==> src/vct_pkg.sv <==
package vct_pkg;
  localparam logic [3:0] SEL_RESERVED = 4'h8;
  localparam logic [3:0] SEL_CAL_TIMING = 4'h9;
  localparam logic [31:0] RESERVED_WORD = 32'h15596568;
  localparam int SEL_LSB = 0;
  localparam int SEL_MSB = 3;
  localparam int BAND_DIV_LSB = 24;
  localparam int BAND_DIV_MSB = 31;
  localparam int BST_LSB = 14;
  localparam int BST_MSB = 23;
  localparam int LCW_LSB = 9;
  localparam int LCW_MSB = 13;
  localparam int LSW_LSB = 4;
  localparam int LSW_MSB = 8;

  typedef struct packed {
    logic [7:0] band_div_field;
    logic [9:0] band_select_timeout;
    logic [4:0] level_cal_wait;
    logic [4:0] lock_settle_wait;
  } vct_timing_s;

  localparam vct_timing_s TIMING_RESET = '{8'h01, 10'h001, 5'h01, 5'h01};

  typedef enum logic [3:0] {
    ST_IDLE = 4'b0001,
    ST_BAND = 4'b0010,
    ST_LEVEL = 4'b0100,
    ST_SETTLE = 4'b1000
  } vct_state_e;
endpackage : vct_pkg

==> src/vct_divider.sv <==
`timescale 1ns/10ps
module vct_divider #(
  parameter int WIDTH = 8
) (
  // clock and reset
  input wire logic ref_clk,
  input wire logic rst_b,
  // control
  input wire logic run,
  input wire logic [WIDTH-1:0] div,
  // tick out, one cycle every div cycles
  output logic tick
);
  logic [WIDTH-1:0] cnt_ff;
  logic [WIDTH-1:0] nxt_cnt;
  logic tick_ff;
  logic nxt_tick;

  // zero divider treated as one so the tick never stops
  always_comb begin
    nxt_cnt = '0;
    nxt_tick = 1'b0;
    if (run) begin
      if (cnt_ff + WIDTH'(1) >= div) begin
        nxt_tick = 1'b1;
      end else begin
        nxt_cnt = cnt_ff + WIDTH'(1);
      end
    end
  end

  always_ff @(posedge ref_clk or negedge rst_b) begin
    if (!rst_b) begin
      cnt_ff <= '0;
      tick_ff <= 1'b0;
    end else begin
      cnt_ff <= nxt_cnt;
      tick_ff <= nxt_tick;
    end
  end

  assign tick = tick_ff;
endmodule : vct_divider

==> src/vct_timing_regs.sv <==
`timescale 1ns/10ps
module vct_timing_regs (
  // clock (phase compare rate) and reset
  input wire logic ref_clk,
  input wire logic rst_b,
  // latched serial word from the shift stage
  input wire logic word_load,
  input wire logic [31:0] word_data,
  // calibration request from elsewhere
  input wire logic cal_start,
  // timer settings and calibration progress
  output vct_pkg::vct_timing_s timing,
  output logic band_sel_clk_tick,
  output logic band_select_active,
  output logic level_cal_active,
  output logic lock_settle_active,
  output logic cal_done,
  output logic reserved_ok
);
  // counter width covers a full-scale timeout times a full-scale wait
  localparam int CNT_W = 15;
  // divider width matches the band division field
  localparam int DIV_W = 8;

  // register file
  vct_pkg::vct_timing_s timing_ff;
  vct_pkg::vct_timing_s nxt_timing;
  logic reserved_ok_ff;
  logic nxt_reserved_ok;
  // word decode
  logic load_timing;
  logic load_reserved;
  // calibration sequencer; a cal_start while busy is dropped without notice
  vct_pkg::vct_state_e state_ff;
  vct_pkg::vct_state_e nxt_state;
  logic [CNT_W-1:0] cnt_ff;
  logic [CNT_W-1:0] nxt_cnt;
  logic [CNT_W-1:0] lim;
  logic phase_end;
  logic done_ff;
  logic nxt_done;
  // progress flags, registered so the pins never glitch
  logic band_act_ff;
  logic nxt_band_act;
  logic level_act_ff;
  logic nxt_level_act;
  logic settle_act_ff;
  logic nxt_settle_act;
  // band-select clock
  logic div_run;
  logic div_tick;
  logic tick_ff;
  logic nxt_tick;

  // select code sits in the low bits of every serial word
  function automatic logic sel_match(input logic [31:0] w, input logic [3:0] code);
    sel_match = (w[vct_pkg::SEL_MSB:vct_pkg::SEL_LSB] == code);
  endfunction : sel_match

  // widened before the product so nothing wraps
  function automatic logic [CNT_W-1:0] scaled(input logic [9:0] t, input logic [4:0] w);
    scaled = CNT_W'(t) * CNT_W'(w);
  endfunction : scaled

  // divider runs only while calibrating, so each run starts from zero
  always_comb begin
    div_run = (state_ff != vct_pkg::ST_IDLE);
  end

  vct_divider #(.WIDTH(DIV_W)) u_div (
    .ref_clk(ref_clk),
    .rst_b(rst_b),
    .run(div_run),
    .div(timing_ff.band_div_field),
    .tick(div_tick)
  );

  // word decode
  always_comb begin
    load_timing = word_load && sel_match(word_data, vct_pkg::SEL_CAL_TIMING);
    load_reserved = word_load && sel_match(word_data, vct_pkg::SEL_RESERVED);
  end

  // timing register; a rewrite mid-calibration takes effect at once
  always_comb begin
    nxt_timing = timing_ff;
    if (load_timing) begin
      nxt_timing.band_div_field = word_data[vct_pkg::BAND_DIV_MSB:vct_pkg::BAND_DIV_LSB];
      nxt_timing.band_select_timeout = word_data[vct_pkg::BST_MSB:vct_pkg::BST_LSB];
      nxt_timing.level_cal_wait = word_data[vct_pkg::LCW_MSB:vct_pkg::LCW_LSB];
      nxt_timing.lock_settle_wait = word_data[vct_pkg::LSW_MSB:vct_pkg::LSW_LSB];
    end
  end

  always_ff @(posedge ref_clk or negedge rst_b) begin
    if (!rst_b) begin
      timing_ff <= vct_pkg::TIMING_RESET;
    end else begin
      timing_ff <= nxt_timing;
    end
  end

  // reserved word is only checked, it steers nothing here
  always_comb begin
    nxt_reserved_ok = reserved_ok_ff;
    if (load_reserved) begin
      nxt_reserved_ok = (word_data == vct_pkg::RESERVED_WORD);
    end
  end

  always_ff @(posedge ref_clk or negedge rst_b) begin
    if (!rst_b) begin
      reserved_ok_ff <= 1'b0;
    end else begin
      reserved_ok_ff <= nxt_reserved_ok;
    end
  end

  // band-select clock pin, one cycle behind the divider
  always_comb begin
    nxt_tick = div_tick;
  end

  always_ff @(posedge ref_clk or negedge rst_b) begin
    if (!rst_b) begin
      tick_ff <= 1'b0;
    end else begin
      tick_ff <= nxt_tick;
    end
  end

  // limit of the running phase in band-select clock periods
  always_comb begin
    case (state_ff)
      vct_pkg::ST_BAND: lim = CNT_W'(timing_ff.band_select_timeout);
      vct_pkg::ST_LEVEL: begin
        lim = scaled(timing_ff.band_select_timeout, timing_ff.level_cal_wait);
      end
      vct_pkg::ST_SETTLE: begin
        lim = scaled(timing_ff.band_select_timeout, timing_ff.lock_settle_wait);
      end
      default: lim = '0;
    endcase
  end

  always_comb begin
    nxt_state = state_ff;
    nxt_cnt = cnt_ff;
    nxt_done = 1'b0;
    case (state_ff)
      vct_pkg::ST_IDLE: begin
        nxt_cnt = '0;
        if (cal_start) begin
          nxt_state = vct_pkg::ST_BAND;
        end
      end
      vct_pkg::ST_BAND, vct_pkg::ST_LEVEL, vct_pkg::ST_SETTLE: begin
        if (div_tick) begin
          nxt_cnt = cnt_ff + CNT_W'(1);
        end
        // zero count ends the phase at once
        if (phase_end) begin
          nxt_cnt = '0;
          case (state_ff)
            vct_pkg::ST_BAND: nxt_state = vct_pkg::ST_LEVEL;
            vct_pkg::ST_LEVEL: nxt_state = vct_pkg::ST_SETTLE;
            default: begin
              nxt_state = vct_pkg::ST_IDLE;
              nxt_done = 1'b1;
            end
          endcase
        end
      end
      default: nxt_state = vct_pkg::ST_IDLE;
    endcase
  end

  // phase end decode
  always_comb begin
    phase_end = (cnt_ff >= lim);
  end

  // sequencer registers
  always_ff @(posedge ref_clk or negedge rst_b) begin
    if (!rst_b) begin
      state_ff <= vct_pkg::ST_IDLE;
      cnt_ff <= '0;
      done_ff <= 1'b0;
    end else begin
      state_ff <= nxt_state;
      cnt_ff <= nxt_cnt;
      done_ff <= nxt_done;
    end
  end

  // flags follow the next state so they line up with state_ff
  always_comb begin
    nxt_band_act = (nxt_state == vct_pkg::ST_BAND);
    nxt_level_act = (nxt_state == vct_pkg::ST_LEVEL);
    nxt_settle_act = (nxt_state == vct_pkg::ST_SETTLE);
  end

  always_ff @(posedge ref_clk or negedge rst_b) begin
    if (!rst_b) begin
      band_act_ff <= 1'b0;
      level_act_ff <= 1'b0;
      settle_act_ff <= 1'b0;
    end else begin
      band_act_ff <= nxt_band_act;
      level_act_ff <= nxt_level_act;
      settle_act_ff <= nxt_settle_act;
    end
  end

  // every output pin comes straight from a register
  assign timing = timing_ff;
  assign band_sel_clk_tick = tick_ff;
  assign band_select_active = band_act_ff;
  assign level_cal_active = level_act_ff;
  assign lock_settle_active = settle_act_ff;
  assign cal_done = done_ff;
  assign reserved_ok = reserved_ok_ff;
endmodule : vct_timing_regs

==> config.mk <==
export PLATFORM = sky130hd
export DESIGN_NAME = vct_timing_regs
export DESIGN_NICKNAME = d
export VERILOG_FILES = /design/src/vct_pkg.sv /design/src/vct_divider.sv /design/src/vct_timing_regs.sv
export SDC_FILE = /design/constraint.sdc
export NUM_CORES = 1
export LEC_CHECK = 0
export BUFFER_PORTS_ARGS = -buffer_cell sky130_fd_sc_hd__buf_4
export CAP_MARGIN = 20
export CORE_MARGIN = 8
export CORE_UTILIZATION = 66
export CTS_BUF_LIST = sky130_fd_sc_hd__clkbuf_16
export DETAILED_ROUTE_END_ITERATION = 10
export PLACE_DENSITY_LB_ADDON = 0.25
export SLEW_MARGIN = 20
export SYNTH_ARGS = -nofsm -noshare
export SYNTH_HDL_FRONTEND = slang
export SYNTH_SLANG_ARGS = --single-unit
==> constraint.sdc <==
create_clock -name ref_clk -period 8.9 [get_ports ref_clk]
set_input_delay 1.78 -clock ref_clk [delete_from_list [all_inputs] [get_ports ref_clk]]
set_output_delay 1.78 -clock ref_clk [all_outputs]
set_load 0.01 [all_outputs]
==> results by group, run 1 <==
Run status
  – Status: completed

Global routing
  – Largest net degree at the start of global routing: 63
  – Total grt overflow: 0
  – Total Routing Usage GR: 0.2729
  – Initial antenna violation count: 0
  – Vias in the first global route: 5915
  – First-pass GRT wire length: 28910 um

Synthesis
  – Synth Register Bits: between 60 and 70
  – Seq/Total Area, Yosys: 0.2355
  – Largest cells by area after synthesis: dfrtp_1 22%, fa_1 15%, ha_1 13%
  – Synthesized area per cell: 9.072 um^2
  – Post-synthesis cell type count: 59
  – Syn_nets: about 880
  – Cells after synthesis: 729
  – EDFF count, synth: 0
  – Fraction of registers with async set/reset: 1.000
  – Syn. warnings: 0
  – Post-synth top area share: 0.2157
  – Top-count cell post-synth: inv_1
  – Synth Flop Type: dfrtp_1
  – Commonest cells post-synth: 88 x inv_1, 71 x ha_1, 69 x and2_1, 57 x dfrtp_1, 57 x nand2_1
  – Post-synth top area cell: dfrtp_1
  – Mapped cell area: ~6600 um^2

Finish
  – Layout cells sized above 1: 0.1605
  – N_diodes: 0
  – Filler instances: approximately 670
  – Finished Layout Cells: 918
  – Fin nets: ~940
  – Area delta synth->final: 13.20%

Clock network
  – Worst skew pair latency: roughly 330 ps
  – # Post-CTS Setup Buffers: 0
  – CTS root buffer: clkbuf_16
  – Reg clk slew, reported paths: 60 ps
  – TritonCTS clock tree: built
  – Num Clock Sinks: 62
  – Clk buf depth: 2
  – Resized cells post-CTS: 0
  – CTS Buf Count: 9
  – H-tree depth: 3
  – Cts hold-fix bufs: 0

Setup path
  – Reg2reg start: timing[4]
  – Endpoint class of the critical path: flip-flop
  – Register-to-register setup slack: around 3000 ps
  – WP data required: 9110 ps
  – CP max FO: 20
  – Crit path arrival time: a little over 6000 ps
  – WS Path Type: flip-flop to flip-flop
  – Critical path startpoint category: flip-flop
  – Reg2reg path depth: 20
  – Worst R2R End: state_ff[3]

Timing
  – Setup-failing EPs final: 0
  – Final min period: ~5900 ps
  – Fin Clk Skew: 7.751 ps
  – Final-report hold violation count: 0
  – Slew @ Worst Pin: 919.3 ps
  – Slew Limit Fails: 0
  – TNS Setup: 0 ps
  – Fin crit share: 0.6669
  – Slew headroom: 0.3872
  – RSZ-0062 raised after global routing: false
  – Max Freq: about 0.17 GHz

Route
  – DR vias/cell: approximately 6
  – # DRC: 0
  – Via count: 5557
  – DR pass1 iterations: 6
  – DR iter-0 viols: between 400 and 500
  – Post-DRT Antenna Nets: 0
  – Drt wl/cell: 18.91 um
  – Final WL: roughly 17000 um

Die
  – FP Rows: 36
  – CORE AREA: around 10000 um^2
  – Die height: ~120 um
  – Initial Utilization: 0.6767
  – IO Count: 70
  – Die area: 13480 um^2
  – Die W: between 100 and 150 um

Power
  – Pleak: about 0.0037 uW
  – Total power: 2120 uW
  – Power Density: about 280 nW/um^2
  – Worst VDD drop: 199.0 uV

Flow run
  – MaxCap Viol Count: 0

Min path
  – Hold_sp: cnt_ff[14]
  – Hold worst-path end: cnt_ff[14]
  – HP Class: flip-flop to flip-flop
  – Hold-critical path depth: 1

Placement
  – DP Cell Count: about 900
  – DP HPWL: between 10000 and 15000 um
  – I/O Buffers: 69
  – Final GP Congestion: roughly 0.91
## registers in the layout (all words and copies together), names as in the netlist
name	flops
band_select_active	1
u_div.cnt_ff	8
u_div.tick	1
cnt_ff	15
reserved_ok	1
level_cal_active	1
state_ff	4
timing	28
cal_done	1
band_sel_clk_tick	1
lock_settle_active	1
## cell families after synthesis
logic type,after synthesis,synth area share
and+or+nand+nor,250,0.2039
DFF,62,0.2355
muxes,32,0.05392
adders and majority gates,119,0.2796
buffers and inverters,121,0.07208
AOI/OAI and AO/OA,120,0.1218
xor gates and xnor gates,25,0.03311
## worst max-delay path: stages (launching register included)
cell and delay [ps]:
dfrtp_1 530, and2_1 260, fa_1 520, fa_1 540, inv_1 50, fa_1 530, inv_1 40, ha_1 360
o21a_1 220, o31a_1 130, o2bb2ai_1 260, nor3b_1 110, mux2i_1 150, nor4_1 330, ha_1 320, a21oi_1 140
o21ai_0 150, a211oi_4 600, buf_8 260, mux2i_1 240, nor3_1 70
## cell usage in the layout (no fill, tap or decap), types with 21 or more instances in the layout
cell type and n:
a21oi_1 29, a31oi_1 23, and2_1 69, buf_4 72
dfrtp_1 57, fa_1 48, ha_1 71, inv_1 88
mux2_2 29, nand2_1 57, nand3_1 21, nor2_1 31
## power breakdown
group | internal (uW) | switching (uW)
logic | 565 | 749
registers | 335 | 112
clock network | 217 | 141
## per-layer routing
metal | vias up | global-route usage | part of all wire
met2 | 187 | 0.4705 | 0.50
met5 | - | 0 | 0
met4 | 0 | 0.1167 | 0.036
li1 | 2599 | - | -
met3 | 48 | 0.03568 | 0.051
met1 | 2723 | 0.3364 | 0.41
## stage by stage
stage               hold slack (ps)  instance area [um^2]  setup WS, ps    util
finish                        510.0                  7487          2965  0.7660
global route                  535.8                  7487          2538  0.7660
CTS                           510.8                  7487          2987  0.7660
detailed placement            500.6                  7189          2986  0.7355
global placement              491.9                  7174          2945  0.7340
floorplan                     456.9                  6614          3771       -
## final cells by class
cell class / count / area, um^2 / share of cell area
Multi-Input combinational cell: 546 / 4579 / 0.6116
Sequential cell: 62 / 1558 / 0.2081
Timing Repair Buffer: 73 / 555.5 / 0.07420
Inverter: 88 / 330.3 / 0.04412
Clock buffer: 9 / 225.2 / 0.03008
Tap cell: 133 / 166.4 / 0.02223
Clock inverter: 7 / 72.57 / 0.009693
## worst max-delay path by stage
stage	start	endpoint	slack (ps)	cells after the start
global route	timing[12]	state_ff[1]	2540	20
CTS	timing[10]	state_ff[3]	2990	19
floorplan	timing[4]	cnt_ff[0]	3770	21
detailed placement	timing[10]	state_ff[3]	2990	19
finish	timing[4]	state_ff[3]	2960	20
global placement	timing[10]	band_select_active	2950	18
(Power assumes the default switching activity.)
==> inputs of run 2 (changes only) <==
--- a/config.mk
+++ b/config.mk
@@ -8,7 +8,7 @@
 export BUFFER_PORTS_ARGS = -buffer_cell sky130_fd_sc_hd__buf_4
 export CAP_MARGIN = 20
 export CORE_MARGIN = 8
-export CORE_UTILIZATION = 66
+export CORE_UTILIZATION = 61
 export CTS_BUF_LIST = sky130_fd_sc_hd__clkbuf_16
 export DETAILED_ROUTE_END_ITERATION = 10
 export PLACE_DENSITY_LB_ADDON = 0.25
==> constraint.sdc (replaced) <==
create_clock -name ref_clk -period 5.57 [get_ports ref_clk]
set_input_delay 1.114 -clock ref_clk [delete_from_list [all_inputs] [get_ports ref_clk]]
set_output_delay 1.114 -clock ref_clk [all_outputs]
set_load 0.01 [all_outputs]
==> results by group, run 2 (synthesis gave the netlist of run 1 again) <==
Die
  – Initial Utilization: 0.6182
  – Die height: between 100 and 150 um
  – CORE AREA: roughly 11000 um^2
  – Die W: 120.1 um
  – IO Count: 70
  – Die area: 14430 um^2
  – FP Rows: 38

Timing
  – Slew headroom: 0.3992
  – Slew Limit Fails: 0
  – Final min period: 5362 ps
  – Setup-failing EPs final: 0
  – Fin Clk Skew: slightly above 10 ps
  – Slew @ Worst Pin: 901.2 ps
  – Max Freq: 0.1865 GHz
  – TNS Setup: 0 ps
  – Setup WS post-layout: around 210 ps
  – Final-report hold violation count: 0
  – Fin crit share: 0.9627

Setup path
  – WP data required: roughly 5800 ps
  – WS Path Type: flip-flop to flip-flop
  – Critical path startpoint category: flip-flop
  – Reg2reg path depth: 21
  – Crit path arrival time: ~5600 ps
  – Register-to-register setup slack: between 200 and 250 ps
  – CP max FO: 9
  – Endpoint class of the critical path: flip-flop
  – Worst R2R End: state_ff[1]
  – Reg2reg start: timing[9]

Finish
  – Finished Cell Area: around 7800 um^2
  – N_diodes: 0
  – Finished Layout Cells: approximately 940
  – Most common cell after layout, fill and taps aside: inv_1
  – Fin nets: around 950
  – Max FFs per register: 28
  – Layout cells sized above 1: 0.2102
  – Area delta synth->final: 17.52%
  – Most frequent cells in the layout: 89 x inv_1, 87 x buf_4, 71 x ha_1, 69 x and2_1, 57 x nand2_1

Min path
  – Hold_sp: reserved_ok
  – Hold-critical path depth: 1
  – Hold worst-path end: reserved_ok
  – HP Class: flip-flop to flip-flop

Placement
  – DP HPWL: about 13000 um
  – Final GP Congestion: 0.9331
  – Pre-CTS WS: around 65 ps
  – DP Cell Count: slightly above 900
  – I/O Buffers: 69
  – Placed cell area: a little over 7000 um^2

Route
  – Final WL: about 18000 um
  – # DRC: 0
  – DR iter-0 viols: 442
  – DR vias/cell: 6.136
  – DR pass1 iterations: 5
  – Drt wl/cell: roughly 19 um
  – Via count: 5792
  – Post-DRT Antenna Nets: 0

Power
  – Total power: 3698 uW
  – Worst VDD drop: approximately 360 uV
  – Pleak: 0.003806 uW
  – Power Density: between 400 and 500 nW/um^2

Clock network
  – Worst skew pair latency: 330 ps
  – Cts hold-fix bufs: 0
  – Clk buf depth: 2
  – TritonCTS clock tree: built
  – Reg clk slew, reported paths: about 50 ps
  – Num Clock Sinks: 62
  – CTS root buffer: clkbuf_16
  – CTS Buf Count: 9
  – H-tree depth: 3

Run status
  – Status: completed

Global routing
  – Total Routing Usage GR: 0.2410
  – Vias in the first global route: approximately 5700
  – Initial antenna violation count: 0
  – Total grt overflow: 0
  – Largest net degree at the start of global routing: 63
  – First-pass GRT wire length: 28260 um

Flow run
  – MaxCap Viol Count: 0
run 2: changes by cell type in the layout (fill, tap and decap cells not counted), sizes merged:
cell	previous run	this run
buf	73	90
clkbuf	9	11
clkinv	4	2
bufinv	1	2
inv	89	90
run 2: how the worst max path moves through the flow:
stage          startpoint            endpoint  slack [ps]
6_report        timing[9]         state_ff[1]         210
5_1_grt        timing[10]         state_ff[1]         -50
4_1_cts        timing[14]  band_select_active           4
3_5_place_dp   timing[11]  band_select_active          70
3_3_place_gp   timing[15]  lock_settle_active         210
2_1_floorplan   timing[4]           cnt_ff[0]         440
run 2: critical path: stages (launching register included):
cell and delay (ps):
dfrtp_2 450, and2_1 190, fa_1 530, fa_1 560
inv_1 70, fa_1 540, inv_1 40, ha_1 240
or3_4 410, nand2b_1 180, o2bb2ai_2 190, mux2i_1 250
o22ai_1 100, a31oi_1 170, ha_1 270, nand4_1 140
a21oi_2 80, a211oi_4 240, buf_4 160, buf_12 120
nand2b_1 100, a211oi_2 240
run 2: layout make-up:
class	instances	area (um^2)
inverters	88	330.3
fillers	766	2925
flip-flops and latches	62	1573
repair buffers	92	733.2
clock buffers	9	225.2
multi-input cells	546	4648
clock inverters	7	87.58
well taps	140	175.2
run 2: routing by layer:
metal | track usage | wire length [um] | up-vias
li1 | - | - | 2646
met1 | 0.3008 | 7362 | 2903
met2 | 0.4195 | 9269 | 206
met3 | 0.04368 | 983 | 37
met4 | 0.06557 | 399 | 0
met5 | 0 | 0 | -
run 2: per-stage QoR:
stage | hold WS (ps) | utilization
after global placement | 494.3 | 0.6796
after CTS | 504.3 | 0.7095
after detailed placement | 497.2 | 0.6796
after floorplan | 456.9 | -
after global routing | 530.9 | 0.7266
final | 510.7 | 0.7266
run 2: timing repair:
item / in CTS / in global routing
endpoints found under the setup margin: 1 / 22
cloned: 0 / 2
pin swaps: 0 / 5
buffers inserted: 0 / 8
resized for setup: 3 / 25
hold endpoints to repair: 0 / 0
run 2: report_power, final:
group | switching (uW) | total [uW] | internal (uW)
clock | 201 | 589 | 388
sequential | 166 | 708 | 541
combinational | 1320 | 2400 | 1090
==> inputs of run 3 (changes only) <==
--- a/config.mk
+++ b/config.mk
@@ -5,12 +5,13 @@
 export SDC_FILE = /design/constraint.sdc
 export NUM_CORES = 1
 export LEC_CHECK = 0
-export BUFFER_PORTS_ARGS = -buffer_cell sky130_fd_sc_hd__buf_4
 export CAP_MARGIN = 20
+export CORE_ASPECT_RATIO = 0.5
 export CORE_MARGIN = 8
-export CORE_UTILIZATION = 61
+export CORE_UTILIZATION = 66
 export CTS_BUF_LIST = sky130_fd_sc_hd__clkbuf_16
 export DETAILED_ROUTE_END_ITERATION = 10
+export DONT_BUFFER_PORTS = 1
 export PLACE_DENSITY_LB_ADDON = 0.25
 export SLEW_MARGIN = 20
 export SYNTH_ARGS = -nofsm -noshare
==> results by group, run 3 (synthesis gave the netlist of run 1 again) <==
Run status
  – Status: completed

Power
  – Sw frac: 0.4606
  – Pleak: around 0.0035 uW
  – Logic pwr share: 0.648
  – Internal power: between 1500 and 2000 uW
  – Worst VDD drop: a little under 300 uV
  – Power share of the clock group: 0.155
  – Sw Pwr: between 1500 and 2000 uW
  – Flop pwr share: 0.196
  – Power Density: between 400 and 500 nW/um^2

Global routing
  – Total grt overflow: 0
  – Total Routing Usage GR: 0.2434
  – Vias in the first global route: roughly 5200
  – Largest net degree at the start of global routing: 63
  – First-pass GRT wire length: around 26000 um
  – Initial antenna violation count: 1

Route
  – Final WL: around 17000 um
  – Uppermost layer routed: met4
  – Post-DRT Antenna Nets: 0
  – Met2 WL post-DR: 7440 um
  – DR pass1 iterations: 7
  – Post-Route M1 WL: ~7400 um
  – # DRC: 0
  – Drt wl/cell: between 15 and 20 um
  – Met3 wire length: about 1600 um
  – Via count: roughly 5500
  – DR iter-0 viols: 447
  – DR vias/cell: 6.192

Timing
  – Slew headroom: 0.2532
  – Setup WS post-layout: 223.9 ps
  – Max Freq: approximately 0.19 GHz
  – Final-report hold violation count: 0
  – Slew Limit Fails: 0
  – Slew @ Worst Pin: roughly 1100 ps
  – Setup-failing EPs final: 0
  – Fin Clk Skew: ~4.2 ps
  – Final min period: 5346 ps
  – Fin crit share: 0.9598
  – TNS Setup: 0 ps
  – Hold_ws: around 470 ps

Setup path
  – Reg2reg path depth: 22
  – WP data required: between 5000 and 6000 ps
  – Cell family with most CP delay: adder cells
  – CP cell instances: and2_1, fa_1, fa_1, inv_1, fa_1, inv_1, ha_2, o21a_1, o31a_1, o2bb2ai_2, buf_4, o21bai_4, xor2_1, a22oi_1, ha_1, a21oi_1, o21ai_1, a211oi_4, buf_6, clkbuf_16, a31oi_1, a31oi_1
  – Max stage delay on crit path: ~550 ps
  – CP max FO: 18
  – Register-to-register setup slack: around 220 ps
  – Critical path startpoint category: flip-flop
  – Slowest CP cell: fa_1
  – WP buf/inv: 5
  – Worst R2R End: cnt_ff[8]
  – CP Depth: 22
  – Endpoint class of the critical path: flip-flop
  – WS Path Type: flip-flop to flip-flop
  – Crit path top cell by count: fa_1
  – Crit path arrival time: ~5600 ps
  – Reg2reg start: timing[4]

Clock network
  – TritonCTS clock tree: built
  – CTS root buffer: clkbuf_16
  – Clk buf depth: 2
  – CTS Buf Count: 9
  – H-tree depth: 3
  – Worst skew pair latency: around 330 ps
  – Reg clk slew, reported paths: around 60 ps
  – Num Clock Sinks: between 60 and 70

Finish
  – Area delta synth->final: 11.39%
  – Fin nets: 900
  – N_diodes: 0
  – Finished Layout Cells: around 880
  – Layout cells sized above 1: 0.1509
  – Most common cell after layout, fill and taps aside: inv_1
  – Most frequent cells in the layout: 88 x inv_1, 69 x and2_1, 67 x ha_1, 57 x nand2_1
  – Max FFs per register: 28

Placement
  – Pre-CTS WS: about 96 ps
  – DP HPWL: 12590 um
  – I/O Buffers: 0
  – Final GP Congestion: ~0.88
  – DP Cell Count: roughly 860

Die
  – Die height: between 80 and 90 um
  – IO Count: 70
  – Die area: about 14000 um^2
  – Die W: approximately 160 um
  – FP Rows: 25
  – CORE AREA: ~9600 um^2
  – Initial Utilization: 0.6887

Flow run
  – MaxCap Viol Count: 0

Min path
  – HP Class: primary input to async pin
[run 3: cell types whose count changed in the layout (fill, tap and decap cells not counted), moves of 3 or more]
cell / before / now
ha_4: 0 / 3
buf_4: 87 / 34
dfrtp_2: 12 / 9
ha_1: 71 / 67
dfrtp_1: 45 / 48
[run 3: worst reg2reg max path, stage by stage, from the launching register on]
cell and delay, ps:
dfrtp_2 450, and2_1 200, fa_1 520, fa_1 550, inv_1 60, fa_1 530
inv_1 40, ha_2 360, o21a_1 130, o31a_1 220, o2bb2ai_2 100, buf_4 160
o21bai_4 130, xor2_1 160, a22oi_1 110, ha_1 360, a21oi_1 160, o21ai_1 120
a211oi_4 300, buf_6 160, clkbuf_16 160, a31oi_1 80, a31oi_1 190
[run 3: what timing repair did]
| item | in CTS | in global routing |
|---|---|---|
| hold buffers | 0 | 0 |
| endpoints found under the setup margin | 0 | 23 |
| gates resized for setup | 0 | 27 |
| buffers inserted | 0 | 10 |
[run 3: final cells by class]
type                       instances  area [um^2]
timing repair buffer              38        316.6
sequential                        62         1569
multi-input combinational        546         4693
clock inverter                     6        63.81
fill                             640         2236
clock buffer                       9        225.2
inverter                          88        330.3
tap                              135        168.9
[run 3: stage by stage]
| step | power (uW) | util | area, um^2 |
|---|---|---|---|
| after detailed placement | 2705 | 0.7135 | 6852 |
| after global routing | 3826 | 0.7672 | 7367 |
| after global placement | 2657 | 0.7135 | 6852 |
| after floorplan | 2228 | - | 6614 |
| after CTS | 3281 | 0.7436 | 7141 |
| final | 3532 | 0.7672 | 7367 |
[run 3: worst max path at each step]
stage | startpoint | end | slack (ps)
floorplan | timing[4] | cnt_ff[0] | 440
global placement | timing[15] | band_select_active | 140
finish | timing[4] | cnt_ff[8] | 220
CTS | timing[10] | band_select_active | 20
global route | timing[12] | cnt_ff[0] | -70
detailed placement | timing[15] | state_ff[1] | 100
[run 3: power by group through the flow]
| stage | logic, uW | registers, uW | clock network [uW] |
|---|---|---|---|
| after CTS | 2040 | 694 | 551 |
| after global routing | 2550 | 710 | 571 |
| after floorplan | 1600 | 628 | 0 |
| final | 2290 | 693 | 549 |
| after global placement | 1960 | 697 | 0 |
| after detailed placement | 2010 | 700 | 0 |
[run 3: per-layer routing]
metal	track usage	vias to the layer above
met4	0.05918	0
met3	0.07543	25
met1	0.3348	2697
met2	0.3664	226
li1	-	2526
met5	0	-
